[src/design/sbe_pkg.sv]
// Package of constants and carrier types for the status byte and event reporting block.
package sbe_pkg;

  // ------------------------------------------------------------
  // Field positions
  // ------------------------------------------------------------
  localparam int unsigned EV_OPC_POS  = 0;
  localparam int unsigned EV_QRY_POS  = 2;
  localparam int unsigned EV_DEV_POS  = 3;
  localparam int unsigned EV_EXE_POS  = 4;
  localparam int unsigned EV_SYN_POS  = 5;
  localparam int unsigned EV_PWR_POS  = 7;
  localparam int unsigned SB_QUESTIONABLE_SUMMARY_BIT_POS = 3;
  localparam int unsigned SB_MAV_POS  = 4;
  localparam int unsigned SB_ESB_POS  = 5;
  localparam int unsigned SB_RQS_POS  = 6;

  // ------------------------------------------------------------
  // Masks, reset values and error queue sizes
  // ------------------------------------------------------------
  localparam logic [7:0] EV_USED_MASK    = 8'hBD;
  localparam logic [7:0] SB_SUM_MASK     = 8'h38;
  localparam logic [7:0] EV_RESET_VALUE  = 8'h80;
  localparam logic [7:0] MASK_RESET_VAL  = 8'h00;
  localparam int unsigned ERRQ_DEPTH     = 20;
  localparam int unsigned ERRQ_AW        = 5;

  // ------------------------------------------------------------
  // Carrier types
  // ------------------------------------------------------------
  typedef enum logic [2:0] {
    SBE_ST_BOOT = 3'b001,
    SBE_ST_RUN  = 3'b010,
    SBE_ST_HOLD = 3'b100
  } sbe_state_t;

  typedef struct packed {
    logic op_done;
    logic query_fault;
    logic device_fault;
    logic execution_fault;
    logic syntax_fault;
  } sbe_events_t;

  typedef struct packed {
    logic       clear_status;
    logic       event_read;
    logic       event_mask_wr;
    logic       service_mask_wr;
    logic [7:0] wdata;
  } sbe_cmd_t;

endpackage

[src/design/sbe_status_core.sv]
// Standard event latch, status byte and service request logic.
`timescale 1ns/1ns
`default_nettype none
module sbe_status_core
  import sbe_pkg::*;
#(
  parameter int unsigned ERR_W = 8
) (
  // Clock and reset
  input  wire logic             clock_i,
  input  wire logic             srst_i,
  // Power-on and its clear option
  input  wire logic             power_on_i,
  input  wire logic             power_on_clear_i,
  // Events from the command engine
  input  wire sbe_events_t      events_i,
  input  wire logic [ERR_W-1:0] err_code_i,
  input  wire logic             err_pop_i,
  // Commands, executed in command order
  input  wire sbe_cmd_t         cmd_i,
  input  wire logic             byte_query_i,
  // Summary sources
  input  wire logic             questionable_summary_bit_summary_i,
  input  wire logic             out_data_waiting_i,
  // Bus interface serial poll
  input  wire logic             serial_poll_i,
  // Read results
  output logic      [7:0]       event_data_o,
  output logic      [7:0]       event_mask_o,
  output logic      [7:0]       service_mask_o,
  output logic      [7:0]       status_byte_o,
  output logic      [7:0]       poll_byte_o,
  output logic                  poll_valid_o,
  output logic      [7:0]       query_byte_o,
  output logic                  query_valid_o,
  output logic      [ERR_W-1:0] err_code_o,
  output logic                  err_pending_o,
  output logic                  service_req_o
);

  typedef struct packed {
    sbe_state_t state;
    logic [7:0] standard_event_latch;
    logic [7:0] event_mask;
    logic [7:0] service_mask;
    logic [7:0] summary_status_byte;
    logic       rqs_armed;
    logic       srq_prev;
    logic [7:0] event_data;
    logic [7:0] poll_byte;
    logic       poll_valid;
    logic [7:0] query_byte;
    logic       query_valid;
    logic       service_req;
  } sbe_core_state_t;

  sbe_core_state_t st_reg;
  sbe_core_state_t st_next;
  logic            err_push;
  logic            err_flush;

  // Builds the status byte from live sources; used for both live and read-out values.
  function automatic logic [7:0] build_byte(input logic [7:0] ev, input logic [7:0] ev_mask,
                                            input logic questionable_summary_bit, input logic message_waiting_bit,
                                            input logic service_request_bit);
    logic [7:0] b;
    b = 8'h00;
    b[SB_QUESTIONABLE_SUMMARY_BIT_POS] = questionable_summary_bit;
    b[SB_MAV_POS]  = message_waiting_bit;
    b[SB_ESB_POS]  = |(ev & ev_mask & EV_USED_MASK);
    b[SB_RQS_POS]  = service_request_bit;
    return b;
  endfunction

  // ------------------------------------------------------------
  // Next-state logic
  // ------------------------------------------------------------
  always_comb begin
    logic [7:0] set_bits;
    logic [7:0] ev;
    logic [7:0] sb;
    logic       srq_cond;
    logic       service_request_bit;
    logic       rise;
    st_next  = st_reg;
    set_bits = 8'h00;
    ev       = 8'h00;
    sb       = 8'h00;
    srq_cond = 1'b0;
    service_request_bit      = 1'b0;
    rise     = 1'b0;
    err_push = 1'b0;
    err_flush = 1'b0;
    set_bits[EV_OPC_POS] = events_i.op_done;
    set_bits[EV_QRY_POS] = events_i.query_fault;
    set_bits[EV_DEV_POS] = events_i.device_fault;
    set_bits[EV_EXE_POS] = events_i.execution_fault;
    set_bits[EV_SYN_POS] = events_i.syntax_fault;
    err_push = events_i.query_fault | events_i.device_fault
             | events_i.execution_fault | events_i.syntax_fault;
    ev = st_reg.standard_event_latch;
    st_next.poll_valid  = 1'b0;
    st_next.query_valid = 1'b0;
    case (st_reg.state)
      SBE_ST_BOOT: begin
        st_next.state = SBE_ST_RUN;
      end
      SBE_ST_HOLD: begin
        st_next.state = SBE_ST_RUN;
      end
      default: begin
        st_next.state = SBE_ST_RUN;
      end
    endcase
    if (power_on_i) begin
      ev[EV_PWR_POS] = 1'b1;
      if (power_on_clear_i) begin
        st_next.event_mask   = MASK_RESET_VAL;
        st_next.service_mask = MASK_RESET_VAL;
      end
    end
    if (cmd_i.event_read) begin
      st_next.event_data = ev & EV_USED_MASK;
    end
    if (cmd_i.clear_status || cmd_i.event_read) begin
      ev = 8'h00;
    end
    if (cmd_i.clear_status) begin
      err_flush = 1'b1;
    end
    // New events win over a clear in the same cycle.
    ev = (ev | set_bits) & EV_USED_MASK;
    st_next.standard_event_latch = ev;
    // Writes load the masks with the written value, with the bits outside EV_USED_MASK or SB_SUM_MASK forced to zero.
    if (cmd_i.event_mask_wr) begin
      st_next.event_mask = cmd_i.wdata & EV_USED_MASK;
    end
    if (cmd_i.service_mask_wr) begin
      st_next.service_mask = cmd_i.wdata & SB_SUM_MASK;
    end
    // Masks written in this cycle already count, so a mask write shows in the
    // byte after one cycle like any other source does.
    sb = build_byte(ev, st_next.event_mask, questionable_summary_bit_summary_i, out_data_waiting_i, 1'b0);
    srq_cond = |(sb & st_next.service_mask & SB_SUM_MASK);
    rise     = srq_cond && !st_reg.srq_prev;
    // A new rising of the request arms the service bit; it stays armed until a poll,
    // a clear or until its causing source goes away, which an event read achieves when the source is the event summary bit.
    service_request_bit = st_reg.rqs_armed;
    if (rise) begin
      service_request_bit = 1'b1;
    end
    if (!srq_cond) begin
      service_request_bit = 1'b0;
    end
    // A request that rises in the cycle of a poll or a clear survives it, so
    // that no request is lost.
    if (serial_poll_i) begin
      st_next.poll_byte = build_byte(ev, st_next.event_mask, questionable_summary_bit_summary_i,
                                     out_data_waiting_i, service_request_bit);
      st_next.poll_valid = 1'b1;
      if (!rise) begin
        service_request_bit = 1'b0;
      end
    end
    if (cmd_i.clear_status && !rise) begin
      service_request_bit = 1'b0;
    end
    if (byte_query_i) begin
      // Served from the command stream, so it reflects all earlier commands.
      st_next.query_byte = build_byte(ev, st_next.event_mask, questionable_summary_bit_summary_i,
                                      out_data_waiting_i, service_request_bit);
      st_next.query_valid = 1'b1;
    end
    if (cmd_i.event_read) begin
      st_next.state = SBE_ST_HOLD;
    end
    st_next.rqs_armed = service_request_bit;
    st_next.srq_prev  = srq_cond;
    st_next.summary_status_byte = build_byte(ev, st_next.event_mask, questionable_summary_bit_summary_i,
                                             out_data_waiting_i, service_request_bit);
    st_next.service_req = service_request_bit;
  end

  always_ff @(posedge clock_i) begin
    if (srst_i) begin
      st_reg                      <= '0;
      st_reg.state                <= SBE_ST_BOOT;
      st_reg.standard_event_latch <= EV_RESET_VALUE;
    end else begin
      st_reg <= st_next;
    end
  end

  // ------------------------------------------------------------
  // Error queue
  // ------------------------------------------------------------
  sbe_error_queue #(
    .WIDTH (ERR_W),
    .DEPTH (ERRQ_DEPTH)
  ) u_errq (
    .clock_i     (clock_i),
    .srst_i      (srst_i),
    .push_i      (err_push),
    .push_code_i (err_code_i),
    .pop_i       (err_pop_i),
    .flush_i     (err_flush),
    .pop_code_o  (err_code_o),
    .not_empty_o (err_pending_o)
  );

  // ------------------------------------------------------------
  // Outputs
  // ------------------------------------------------------------
  assign event_data_o   = st_reg.event_data;
  assign event_mask_o   = st_reg.event_mask;
  assign service_mask_o = st_reg.service_mask;
  assign status_byte_o  = st_reg.summary_status_byte;
  assign poll_byte_o    = st_reg.poll_byte;
  assign poll_valid_o   = st_reg.poll_valid;
  assign query_byte_o   = st_reg.query_byte;
  assign query_valid_o  = st_reg.query_valid;
  assign service_req_o  = st_reg.service_req;

endmodule
`default_nettype wire

[src/design/sbe_error_queue.sv]
// Small error queue memory that keeps error codes in arrival order.
`timescale 1ns/1ns
`default_nettype none
module sbe_error_queue
  import sbe_pkg::*;
#(
  parameter int unsigned WIDTH = 8,
  parameter int unsigned DEPTH = ERRQ_DEPTH
) (
  // Clock and reset
  input  wire logic             clock_i,
  input  wire logic             srst_i,
  // Write side
  input  wire logic             push_i,
  input  wire logic [WIDTH-1:0] push_code_i,
  // Read side
  input  wire logic             pop_i,
  input  wire logic             flush_i,
  output logic      [WIDTH-1:0] pop_code_o,
  output logic                  not_empty_o
);

  typedef struct packed {
    logic [ERRQ_AW-1:0] wptr;
    logic [ERRQ_AW-1:0] rptr;
    logic [ERRQ_AW:0]   count;
    logic [WIDTH-1:0]   rdata;
    logic               not_empty;
  } sbe_q_state_t;

  logic [WIDTH-1:0] mem_reg [DEPTH];
  sbe_q_state_t     st_reg;
  sbe_q_state_t     st_next;
  logic             do_pop;
  logic             do_push;

  // ------------------------------------------------------------
  // Pointer logic
  // ------------------------------------------------------------
  // When full the newest entry is overwritten, so an overflow still leaves a trace.
  always_comb begin
    st_next = st_reg;
    do_pop  = pop_i && (st_reg.count != '0);
    do_push = push_i;
    if (flush_i) begin
      // A fault that arrives with the flush is kept, so its event bit still has an entry.
      st_next.wptr  = do_push ? ERRQ_AW'(1) : '0;
      st_next.rptr  = '0;
      st_next.count = do_push ? (ERRQ_AW + 1)'(1) : '0;
      do_pop        = 1'b0;
    end else begin
      if (do_pop) begin
        st_next.rdata = mem_reg[st_reg.rptr];
        st_next.rptr  = (st_reg.rptr == ERRQ_AW'(DEPTH - 1)) ? '0 : st_reg.rptr + 1'b1;
      end
      if (do_push && (st_reg.count != (ERRQ_AW + 1)'(DEPTH) || do_pop)) begin
        st_next.wptr = (st_reg.wptr == ERRQ_AW'(DEPTH - 1)) ? '0 : st_reg.wptr + 1'b1;
      end
      if (do_push && !do_pop && st_reg.count != (ERRQ_AW + 1)'(DEPTH)) begin
        st_next.count = st_reg.count + 1'b1;
      end else if (do_pop && !do_push) begin
        st_next.count = st_reg.count - 1'b1;
      end
    end
    st_next.not_empty = (st_next.count != '0);
  end

  always_ff @(posedge clock_i) begin
    if (srst_i) begin
      st_reg <= '0;
    end else begin
      st_reg <= st_next;
    end
  end

  // ------------------------------------------------------------
  // Storage
  // ------------------------------------------------------------
  always_ff @(posedge clock_i) begin
    if (do_push) begin
      if (flush_i) begin
        mem_reg[0] <= push_code_i;
      end else if (st_reg.count == (ERRQ_AW + 1)'(DEPTH) && !do_pop) begin
        mem_reg[(st_reg.wptr == '0) ? ERRQ_AW'(DEPTH - 1) : st_reg.wptr - 1'b1] <= push_code_i;
      end else begin
        mem_reg[st_reg.wptr] <= push_code_i;
      end
    end
  end

  assign pop_code_o  = st_reg.rdata;
  assign not_empty_o = st_reg.not_empty;

endmodule
`default_nettype wire

[config.mk]
export PLATFORM = sky130hd
export DESIGN_NAME = sbe_status_core
export DESIGN_NICKNAME = d
export VERILOG_FILES = /design/src/design/sbe_pkg.sv /design/src/design/sbe_status_core.sv /design/src/design/sbe_error_queue.sv
export SDC_FILE = /design/constraint.sdc
export NUM_CORES = 1
export LEC_CHECK = 0
export BUFFER_PORTS_ARGS = -buffer_cell sky130_fd_sc_hd__buf_2
export CAP_MARGIN = 30
export CORE_ASPECT_RATIO = 0.5
export CORE_UTILIZATION = 45
export CTS_BUF_LIST = sky130_fd_sc_hd__clkbuf_8
export DETAILED_ROUTE_END_ITERATION = 8
export GPL_TIMING_DRIVEN = 0
export PLACE_DENSITY = 0.61
export SLEW_MARGIN = 20
export SYNTH_ARGS = -nofsm -noshare
export SYNTH_HDL_FRONTEND = slang
export SYNTH_SLANG_ARGS = --single-unit
[constraint.sdc]
create_clock -name clock_i -period 3.6 [get_ports clock_i]
set_input_delay 0.18 -clock clock_i [delete_from_list [all_inputs] [get_ports clock_i]]
set_output_delay 0.18 -clock clock_i [all_outputs]
set_load 0.02 [all_outputs]
==> PnR_summary.wiki, run 1 <==
{| class="wikitable"
! Metric !! Value
|-
| Violation count after the first detailed-route iteration || 466
|-
| Final hold slack || 0.04289 ns
|-
| Overall die height || 103.7 um
|-
| Floorplan die area || 21290 um2
|-
| Top achievable clock speed || 0.3045 GHz
|-
| # setup viols final || 0
|-
| Width of the die || 205.3 um
|-
| Power per unit of standard cell area || 481.7 nW/um2
|-
| Growth of design area from synthesis to finish || 17.50%
|-
| Syn. warnings || 0
|-
| Part of the Yosys area used for sequential elements || 64.77%
|-
| Share of final-layout standard cells stronger than drive strength 1 || 29.05%
|-
| Type of destination of the critical path || register
|-
| Lkg Pwr || 3.991 nW
|-
| Setup repair after global routing missed its margin || false
|-
| Clock sink count || 221
|-
| Number of design rule violations left after detail routing || 0
|-
| Number of buffers on the longest clock path || 3
|-
| Headroom to the max-slew limit || 42.34%
|-
| Number of core rows || 36
|-
| Clock Skew || 0.01740 ns
|-
| Overall fraction of global-route tracks in use || 19.52%
|-
| Htree depth || 1
|-
| Synthesized netlist cell count || 636
|-
| Count of unique library cells instantiated by Yosys || 62
|-
| Class of the tightest hold or removal check || input pin to register
|-
| Net total in the final layout || 816
|-
| Total CTS buffers || 31
|-
| Initial core utilization || 46.83%
|-
| CP Class || register to register
|-
| Overall via count from detail_route || 5620
|-
| Overflow left after global routing || 0
|-
| Clock tree from TritonCTS || built
|-
| Routed wire per std cell || 18.95 um
|-
| Number of hold violations in the final report || 0
|-
| TritonRoute pass-1 iters || 5
|-
| Number of flip-flops under the largest register name || 160
|-
| Antenna Diode Count || 0
|-
| Core region area || 19860 um2
|-
| Max Slew Vio Count || 0
|-
| Post-route fraction of the period consumed by the critical path || 91.22%
|-
| Arrival time of the worst setup path || 3.47 ns
|-
| Run status || completed
|-
| Post-layout minimum cycle time || 3.284 ns
|-
| EDFF count, synth || 160
|-
| Buffer type at the clock tree root || sky130_fd_sc_hd__clkbuf_8
|-
| Vias in the first global route || 5568
|-
| Top flip-flop cell by instance count after synthesis || sky130_fd_sc_hd__edfxtp_1
|-
| Peak ir drop on the vdd network || 0.0003105 V
|-
| Multi-input combinational cell area || 2758 um2
|-
| Final HPWL DP || 13.56 mm
|-
| Quantity of I/O buffers inserted on ports || 65
|-
| Critical path launch point type || register
|-
| Clock latency of the later-clocked register in the worst-skew pair || 0.56 ns
|-
| Max FO, Critical Path || 8
|-
| Final weighted congestion in routability-driven placement || 0.8202
|-
| Footprint of the flip-flops and latches || 6026 um2
|-
| Register bit count reported by yosys || 221
|-
| Vias per std cell || 5.262
|-
| Top-Level Pins || 94
|-
| Post-synthesis area per instance || 14.63 um2
|-
| Largest net degree at the start of global routing || 21
|-
| Final cell area excluding filler cells || 10930 um2
|-
| Max-cap violations || 0
|-
| Number of nets with antenna violations after detailed routing || 0
|-
| Cells after DPL || 987
|-
| Slew at the pin closest to its max-slew limit || 0.8583 ns
|-
| Fin Setup TNS || 0 ns
|-
| Required @ worst endpoint || 3.78 ns
|-
| Setup slack of the worst register-to-register path || 0.32 ns
|-
| Total wirelength of the detailed-routed design || 20.24 mm
|-
| Clock-pin slew reported for the worst setup and hold paths after clock tree synthesis || 0.07 ns
|-
| Wire length of the first global-routing pass || 31.45 mm
|-
| Power Total || 5.265 mW
|-
| Filler-free cell count of the finished design || 1068
|-
| Synthesized cell area || 9303 um2
|-
| Share of synthesized registers carrying an async set or reset || 0%
|-
| Total of fill cells in the finished design || 1598
|-
| Initial antenna violation count || 1
|-
| Cell area reported after detailed placement || 10040 um2
|}
==> per-layer routing <==
layer / wire length [um] / up-vias / track usage (%)
met4: 348 / 2 / 4.392
met1: 9348 / 2774 / 28.27
met2: 9354 / 187 / 30.36
li1: - / 2630 / -
met5: 13 / - / 0
met3: 1176 / 27 / 4.059
==> placed cells by master, fill, tap and decap left out, types with 2 or more instances in the layout <==
cell type	n
sky130_fd_sc_hd__o211ai_1	2
sky130_fd_sc_hd__o21a_1	2
sky130_fd_sc_hd__mux4_2	48
sky130_fd_sc_hd__a31oi_1	3
sky130_fd_sc_hd__buf_1	2
sky130_fd_sc_hd__dfxtp_1	61
sky130_fd_sc_hd__inv_1	24
sky130_fd_sc_hd__buf_2	73
sky130_fd_sc_hd__dlygate4sd3_1	21
sky130_fd_sc_hd__nor4_1	2
sky130_fd_sc_hd__o211a_1	2
sky130_fd_sc_hd__a211oi_1	4
sky130_fd_sc_hd__nand4_1	3
sky130_fd_sc_hd__clkbuf_8	41
sky130_fd_sc_hd__nand2_1	18
sky130_fd_sc_hd__xnor2_1	4
sky130_fd_sc_hd__a21oi_1	23
sky130_fd_sc_hd__mux2i_1	10
sky130_fd_sc_hd__clkbuf_1	19
sky130_fd_sc_hd__o21ai_0	11
sky130_fd_sc_hd__nand3_1	17
sky130_fd_sc_hd__buf_4	57
sky130_fd_sc_hd__nor3_1	9
sky130_fd_sc_hd__nor2b_1	23
sky130_fd_sc_hd__edfxtp_1	160
sky130_fd_sc_hd__conb_1	21
sky130_fd_sc_hd__xor2_1	3
sky130_fd_sc_hd__ha_1	5
sky130_fd_sc_hd__a22oi_1	8
sky130_fd_sc_hd__nor2_1	71
sky130_fd_sc_hd__and2_1	2
sky130_fd_sc_hd__or3_1	3
sky130_fd_sc_hd__o22ai_1	4
sky130_fd_sc_hd__clkinv_2	5
sky130_fd_sc_hd__a221o_1	8
==> worst max-delay path, cell delays in order (launching register included) <==
cell,delay [ns]
sky130_fd_sc_hd__dfxtp_1,0.35
sky130_fd_sc_hd__inv_1,0.10
sky130_fd_sc_hd__ha_1,0.25
sky130_fd_sc_hd__nand4bb_1,0.16
sky130_fd_sc_hd__nor3_1,0.68
sky130_fd_sc_hd__nand2_1,0.17
sky130_fd_sc_hd__o211ai_1,0.15
sky130_fd_sc_hd__nand3_1,0.30
sky130_fd_sc_hd__nor2_1,0.74
==> through the flow <==
step | setup slack [ns] | util [%]
after floorplan | 1.164 | -
after global placement | 0.3820 | 50.52
after detailed placement | 0.3130 | 50.55
after CTS | 0.2889 | 54.95
after global routing | 0.01411 | 55.03
final | 0.3161 | 55.03
==> cells in the mapped netlist (3+ instances only) <==
cell type	count	area, um2
sky130_fd_sc_hd__clkbuf_1	19	71.32
sky130_fd_sc_hd__nor2b_1	23	143.9
sky130_fd_sc_hd__nor2_1	72	270.3
sky130_fd_sc_hd__buf_4	56	420.4
sky130_fd_sc_hd__edfxtp_1	160	4805
sky130_fd_sc_hd__xor2_1	3	26.28
sky130_fd_sc_hd__nand4_1	3	18.77
sky130_fd_sc_hd__o22ai_1	4	25.02
sky130_fd_sc_hd__a22oi_1	8	60.06
sky130_fd_sc_hd__o21ai_0	11	55.05
sky130_fd_sc_hd__nand3_1	17	85.08
sky130_fd_sc_hd__a221o_1	8	80.08
sky130_fd_sc_hd__nand2_1	18	67.56
sky130_fd_sc_hd__a31oi_1	3	18.77
sky130_fd_sc_hd__ha_1	5	62.56
sky130_fd_sc_hd__xnor2_1	4	35.03
sky130_fd_sc_hd__a211oi_1	4	30.03
sky130_fd_sc_hd__nor3_1	9	45.04
sky130_fd_sc_hd__mux4_2	48	1081
sky130_fd_sc_hd__a21oi_1	23	115.1
sky130_fd_sc_hd__dfxtp_1	61	1221
sky130_fd_sc_hd__or3_1	3	18.77
sky130_fd_sc_hd__inv_1	14	52.55
sky130_fd_sc_hd__buf_2	7	35.03
sky130_fd_sc_hd__mux2i_1	10	100.1
==> report_power, final <==
part	total, mW	internal, mW	switching, mW
registers	2.80	2.78	0.0259
logic	0.440	0.189	0.250
clock network	2.02	1.09	0.934
total	5.26	4.05	1.21
==> layout make-up <==
class	instances	share of cell area (%)
Buffer	85	4.991
Clock buffer	41	5.163
Clock inverter	17	0.9157
Inverter	15	0.5151
Multi-Input combinational cell	335	25.23
Sequential cell	221	55.13
Tap cell	266	3.045
Timing Repair Buffer	88	5.014
==> logic make-up (layout without fill, tap and decap cells) <==
logic type      after synthesis  in the layout  share of synthesized area (%)
flops                       221            221                          64.77
simple gates                160            160                          8.352
buf+inv                     100            246                          6.469
compound gates               84             84                          6.335
mux                          58             58                          12.70
xor+xnor                      7              7                         0.6591
fa+ha+maj                     5              5                         0.6725
other cells                   1             21                        0.04031
==> worst paths after layout <==
| path | startpoint | to | depth (start not counted) |
|---|---|---|---|
| worst max-delay path | u_errq.st_reg[10] | u_errq.mem_reg[4][5] | 8 |
| worst min-delay path | power_on_i | event_data_o[7] | 3 |
| worst max register to register | u_errq.st_reg[10] | u_errq.mem_reg[4][5] | 8 |
| worst min register to register | st_reg[27] | status_byte_o[6] | 1 |
==> timing repair <==
action	4_1_cts	5_1_grt
gates resized for setup	0	1
buffers inserted	0	0
hold buffers	21	0
hold endpoints to repair	24	0
setup endpoints to repair	0	8
(Power assumes the default switching activity.)
==> run 2: changes to the inputs <==
CORE_MARGIN = 2   (was not set)
==> PnR_summary.wiki, run 2 (synthesized netlist as in run 1, its figures left out) <==
{| class="wikitable"
! Metric !! Value
|-
| Most common library cell in the layout ignoring fill and taps || sky130_fd_sc_hd__edfxtp_1 (unchanged)
|-
| Violation count after the first detailed-route iteration || 500 (was 466)
|-
| Type of destination of the critical path || register (unchanged)
|-
| Clock-pin slew reported for the worst setup and hold paths after clock tree synthesis || 0.07 ns (about the same)
|-
| # setup viols final || 0 (unchanged)
|-
| Initial core utilization || 45.57% (was 46.83%)
|-
| Final weighted congestion in routability-driven placement || 0.8226 (was 0.8202)
|-
| Total CTS buffers || 31 (unchanged)
|-
| Peak ir drop on the vdd network || 0.0003130 V (was 0.0003105 V)
|-
| Critical path launch point type || input pin (was register)
|-
| Arrival time of the worst setup path || 3.44 ns (was 3.47 ns)
|-
| Antenna Diode Count || 0 (unchanged)
|-
| Overall die height || 105.7 um (was 103.7 um)
|-
| Initial antenna violation count || 2 (was 1)
|-
| Overflow left after global routing || 0 (unchanged)
|-
| Share of final-layout standard cells stronger than drive strength 1 || 28.16% (was 29.05%)
|-
| Setup slack of the worst register-to-register path || 0.36 ns (was 0.32 ns)
|-
| Total wirelength of the detailed-routed design || 20.24 mm (about the same)
|-
| Clock tree from TritonCTS || built (unchanged)
|-
| Fin Setup TNS || 0 ns (unchanged)
|-
| Wire length of the first global-routing pass || 31.39 mm (was 31.45 mm)
|-
| Most frequent cells in the layout || sky130_fd_sc_hd__edfxtp_1, sky130_fd_sc_hd__buf_2, sky130_fd_sc_hd__nor2_1 (unchanged)
|-
| Overall via count from detail_route || 5652 (was 5620)
|-
| Top achievable clock speed || 0.3063 GHz (was 0.3045 GHz)
|-
| Slowest stage delay, CP || 0.84 ns (was 0.74 ns)
|-
| CP Class || input pin to register (was register to register)
|-
| Max Slew Vio Count || 0 (unchanged)
|-
| Floorplan die area || 21910 um2 (was 21290 um2)
|-
| Largest net degree at the start of global routing || 21 (unchanged)
|-
| Max FO, Critical Path || 10 (was 8)
|-
| Top-Level Pins || 94 (unchanged)
|-
| Core region area || 20420 um2 (was 19860 um2)
|-
| Number of design rule violations left after detail routing || 0 (unchanged)
|-
| Headroom to the max-slew limit || 35.01% (was 42.34%)
|-
| Class of the tightest hold or removal check || input pin to register (unchanged)
|-
| Cell breakdown of the critical path || dlygate4sd3_1, buf_2, nor4_1, clkbuf_1, nor2_1, o211ai_1, nand3_1, nor2_1 (was inv_1, ha_1, nand4bb_1, nor3_1, nand2_1, o211ai_1, nand3_1, nor2_1)
|-
| Library cell appearing most often on the critical path || sky130_fd_sc_hd__nor2_1
|-
| Clock sink count || 221 (unchanged)
|-
| Buffer type at the clock tree root || sky130_fd_sc_hd__clkbuf_8 (unchanged)
|-
| Post-layout minimum cycle time || 3.265 ns (was 3.284 ns)
|-
| Htree depth || 1 (unchanged)
|-
| Max-cap violations || 0 (unchanged)
|-
| Overall fraction of global-route tracks in use || 18.74% (was 19.52%)
|-
| Number of flip-flops under the largest register name || 160 (unchanged)
|-
| Growth of design area from synthesis to finish || 16.97% (was 17.50%)
|-
| Total of fill cells in the finished design || 1704 (was 1598)
|-
| Vias in the first global route || 5625 (was 5568)
|-
| Lkg Pwr || 3.953 nW (was 3.991 nW)
|-
| Number of cells traversed by the worst register-to-register path || 8 (unchanged)
|-
| Crit path max-delay cell type || sky130_fd_sc_hd__nor2_1 (unchanged)
|-
| Core occupancy in the finished layout || 53.30% (was 55.03%)
|-
| Slew at the pin closest to its max-slew limit || 0.9713 ns (was 0.8583 ns)
|-
| Final HPWL DP || 13.53 mm (was 13.56 mm)
|-
| TritonRoute pass-1 iters || 5 (unchanged)
|-
| Run status || completed (unchanged)
|-
| Width of the die || 207.3 um (was 205.3 um)
|-
| Number of hold violations in the final report || 0 (unchanged)
|-
| Net total in the final layout || 813 (was 816)
|-
| Post-route fraction of the period consumed by the critical path || 90.69% (was 91.22%)
|-
| Clock latency of the later-clocked register in the worst-skew pair || 0.57 ns (was 0.56 ns)
|-
| Required @ worst endpoint || 3.78 ns (about the same)
|-
| Vias per std cell || 5.272 (was 5.262)
|-
| Routed wire per std cell || 18.88 um (was 18.95 um)
|-
| Setup repair after global routing missed its margin || false (unchanged)
|-
| Quantity of I/O buffers inserted on ports || 65 (unchanged)
|-
| Number of buffers on the longest clock path || 3 (unchanged)
|-
| Clock Skew || 0.01951 ns (was 0.01740 ns)
|-
| Number of core rows || 37 (was 36)
|-
| Hold path cells || 3 (unchanged)
|-
| Power per unit of standard cell area || 477.8 nW/um2 (was 481.7 nW/um2)
|-
| Number of nets with antenna violations after detailed routing || 0 (unchanged)
|}
run 2: cell count changes in the layout (fill, tap and decap cells not counted):
cell,change
sky130_fd_sc_hd__buf_2,-1
sky130_fd_sc_hd__buf_4,-1
sky130_fd_sc_hd__bufinv_16,+1
sky130_fd_sc_hd__clkbuf_8,-6
sky130_fd_sc_hd__clkinv_1,+6
sky130_fd_sc_hd__clkinv_2,-1
sky130_fd_sc_hd__dlygate4sd3_1,-1
run 2: path summary, 6_finish.rpt:
kind,start,end
setup / recovery,events_i[3],u_errq.mem_reg[2][3]
hold / removal,serial_poll_i,poll_byte_o[5]
setup reg to reg,u_errq.st_reg[10],u_errq.mem_reg[2][3]
hold reg to reg,st_reg[27],status_byte_o[6]
run 2: repair_timing:
item	in CTS	in global routing
gates resized for setup	0	1
setup buffers	0	0
endpoints found under the setup margin	0	8
hold buffers	20	0
hold endpoints to repair	24	0
run 2: report_power, final:
group / switching [mW] / total (mW) / leakage (nW) / internal, mW
clock network: 0.929 / 1.96 / 0.358 / 1.03
registers: 0.0256 / 2.80 / 1.95 / 2.78
logic: 0.249 / 0.436 / 1.64 / 0.187
total: 1.20 / 5.20 / 3.95 / 4.00
run 2: layer usage:
layer / vias to the layer above / wire length, um / part of all wire [%] / global-route usage [%]
met5: - / 27 / 0.13 / 0
met4: 4 / 360 / 1.8 / 4.337
met3: 40 / 1591 / 7.9 / 4.291
met2: 221 / 9466 / 47 / 30.95
met1: 2758 / 8792 / 43 / 25.47
li1: 2629 / - / - / -
run 2: layout make-up:
| class | count | area (um2) | area share, % |
|---|---|---|---|
| repair buffers | 85 | 525.5 | 4.829 |
| well taps | 273 | 341.6 | 3.139 |
| plain buffers | 85 | 545.5 | 5.013 |
| flip-flops and latches | 221 | 6026 | 55.38 |
| inverters | 15 | 56.30 | 0.5174 |
| multi-input cells | 335 | 2758 | 25.34 |
| clock buffers | 35 | 481.7 | 4.427 |
| clock inverters | 23 | 147.6 | 1.357 |
run 2: metrics by stage:
step                      power (mW)  setup WS (ns)  instance area, um2  instances  hold WS [ns]
after CTS                      5.229         0.3268               10880       1072       0.01294
after global routing           5.386       0.006851               10880       1072       0.04293
after global placement         3.266         0.4053               10040        994        0.4057
after floorplan                3.133          1.164                9378        656        0.2789
after detailed placement       3.275         0.3517               10050        994        0.4172
final                          5.199         0.3353               10880       1072       0.04193
run 2: critical path, delay by kind of cell:
kind,cells,cell delay (ns)
simple gates,4,2.01
compound gates,1,0.18
buf+inv,3,1.07
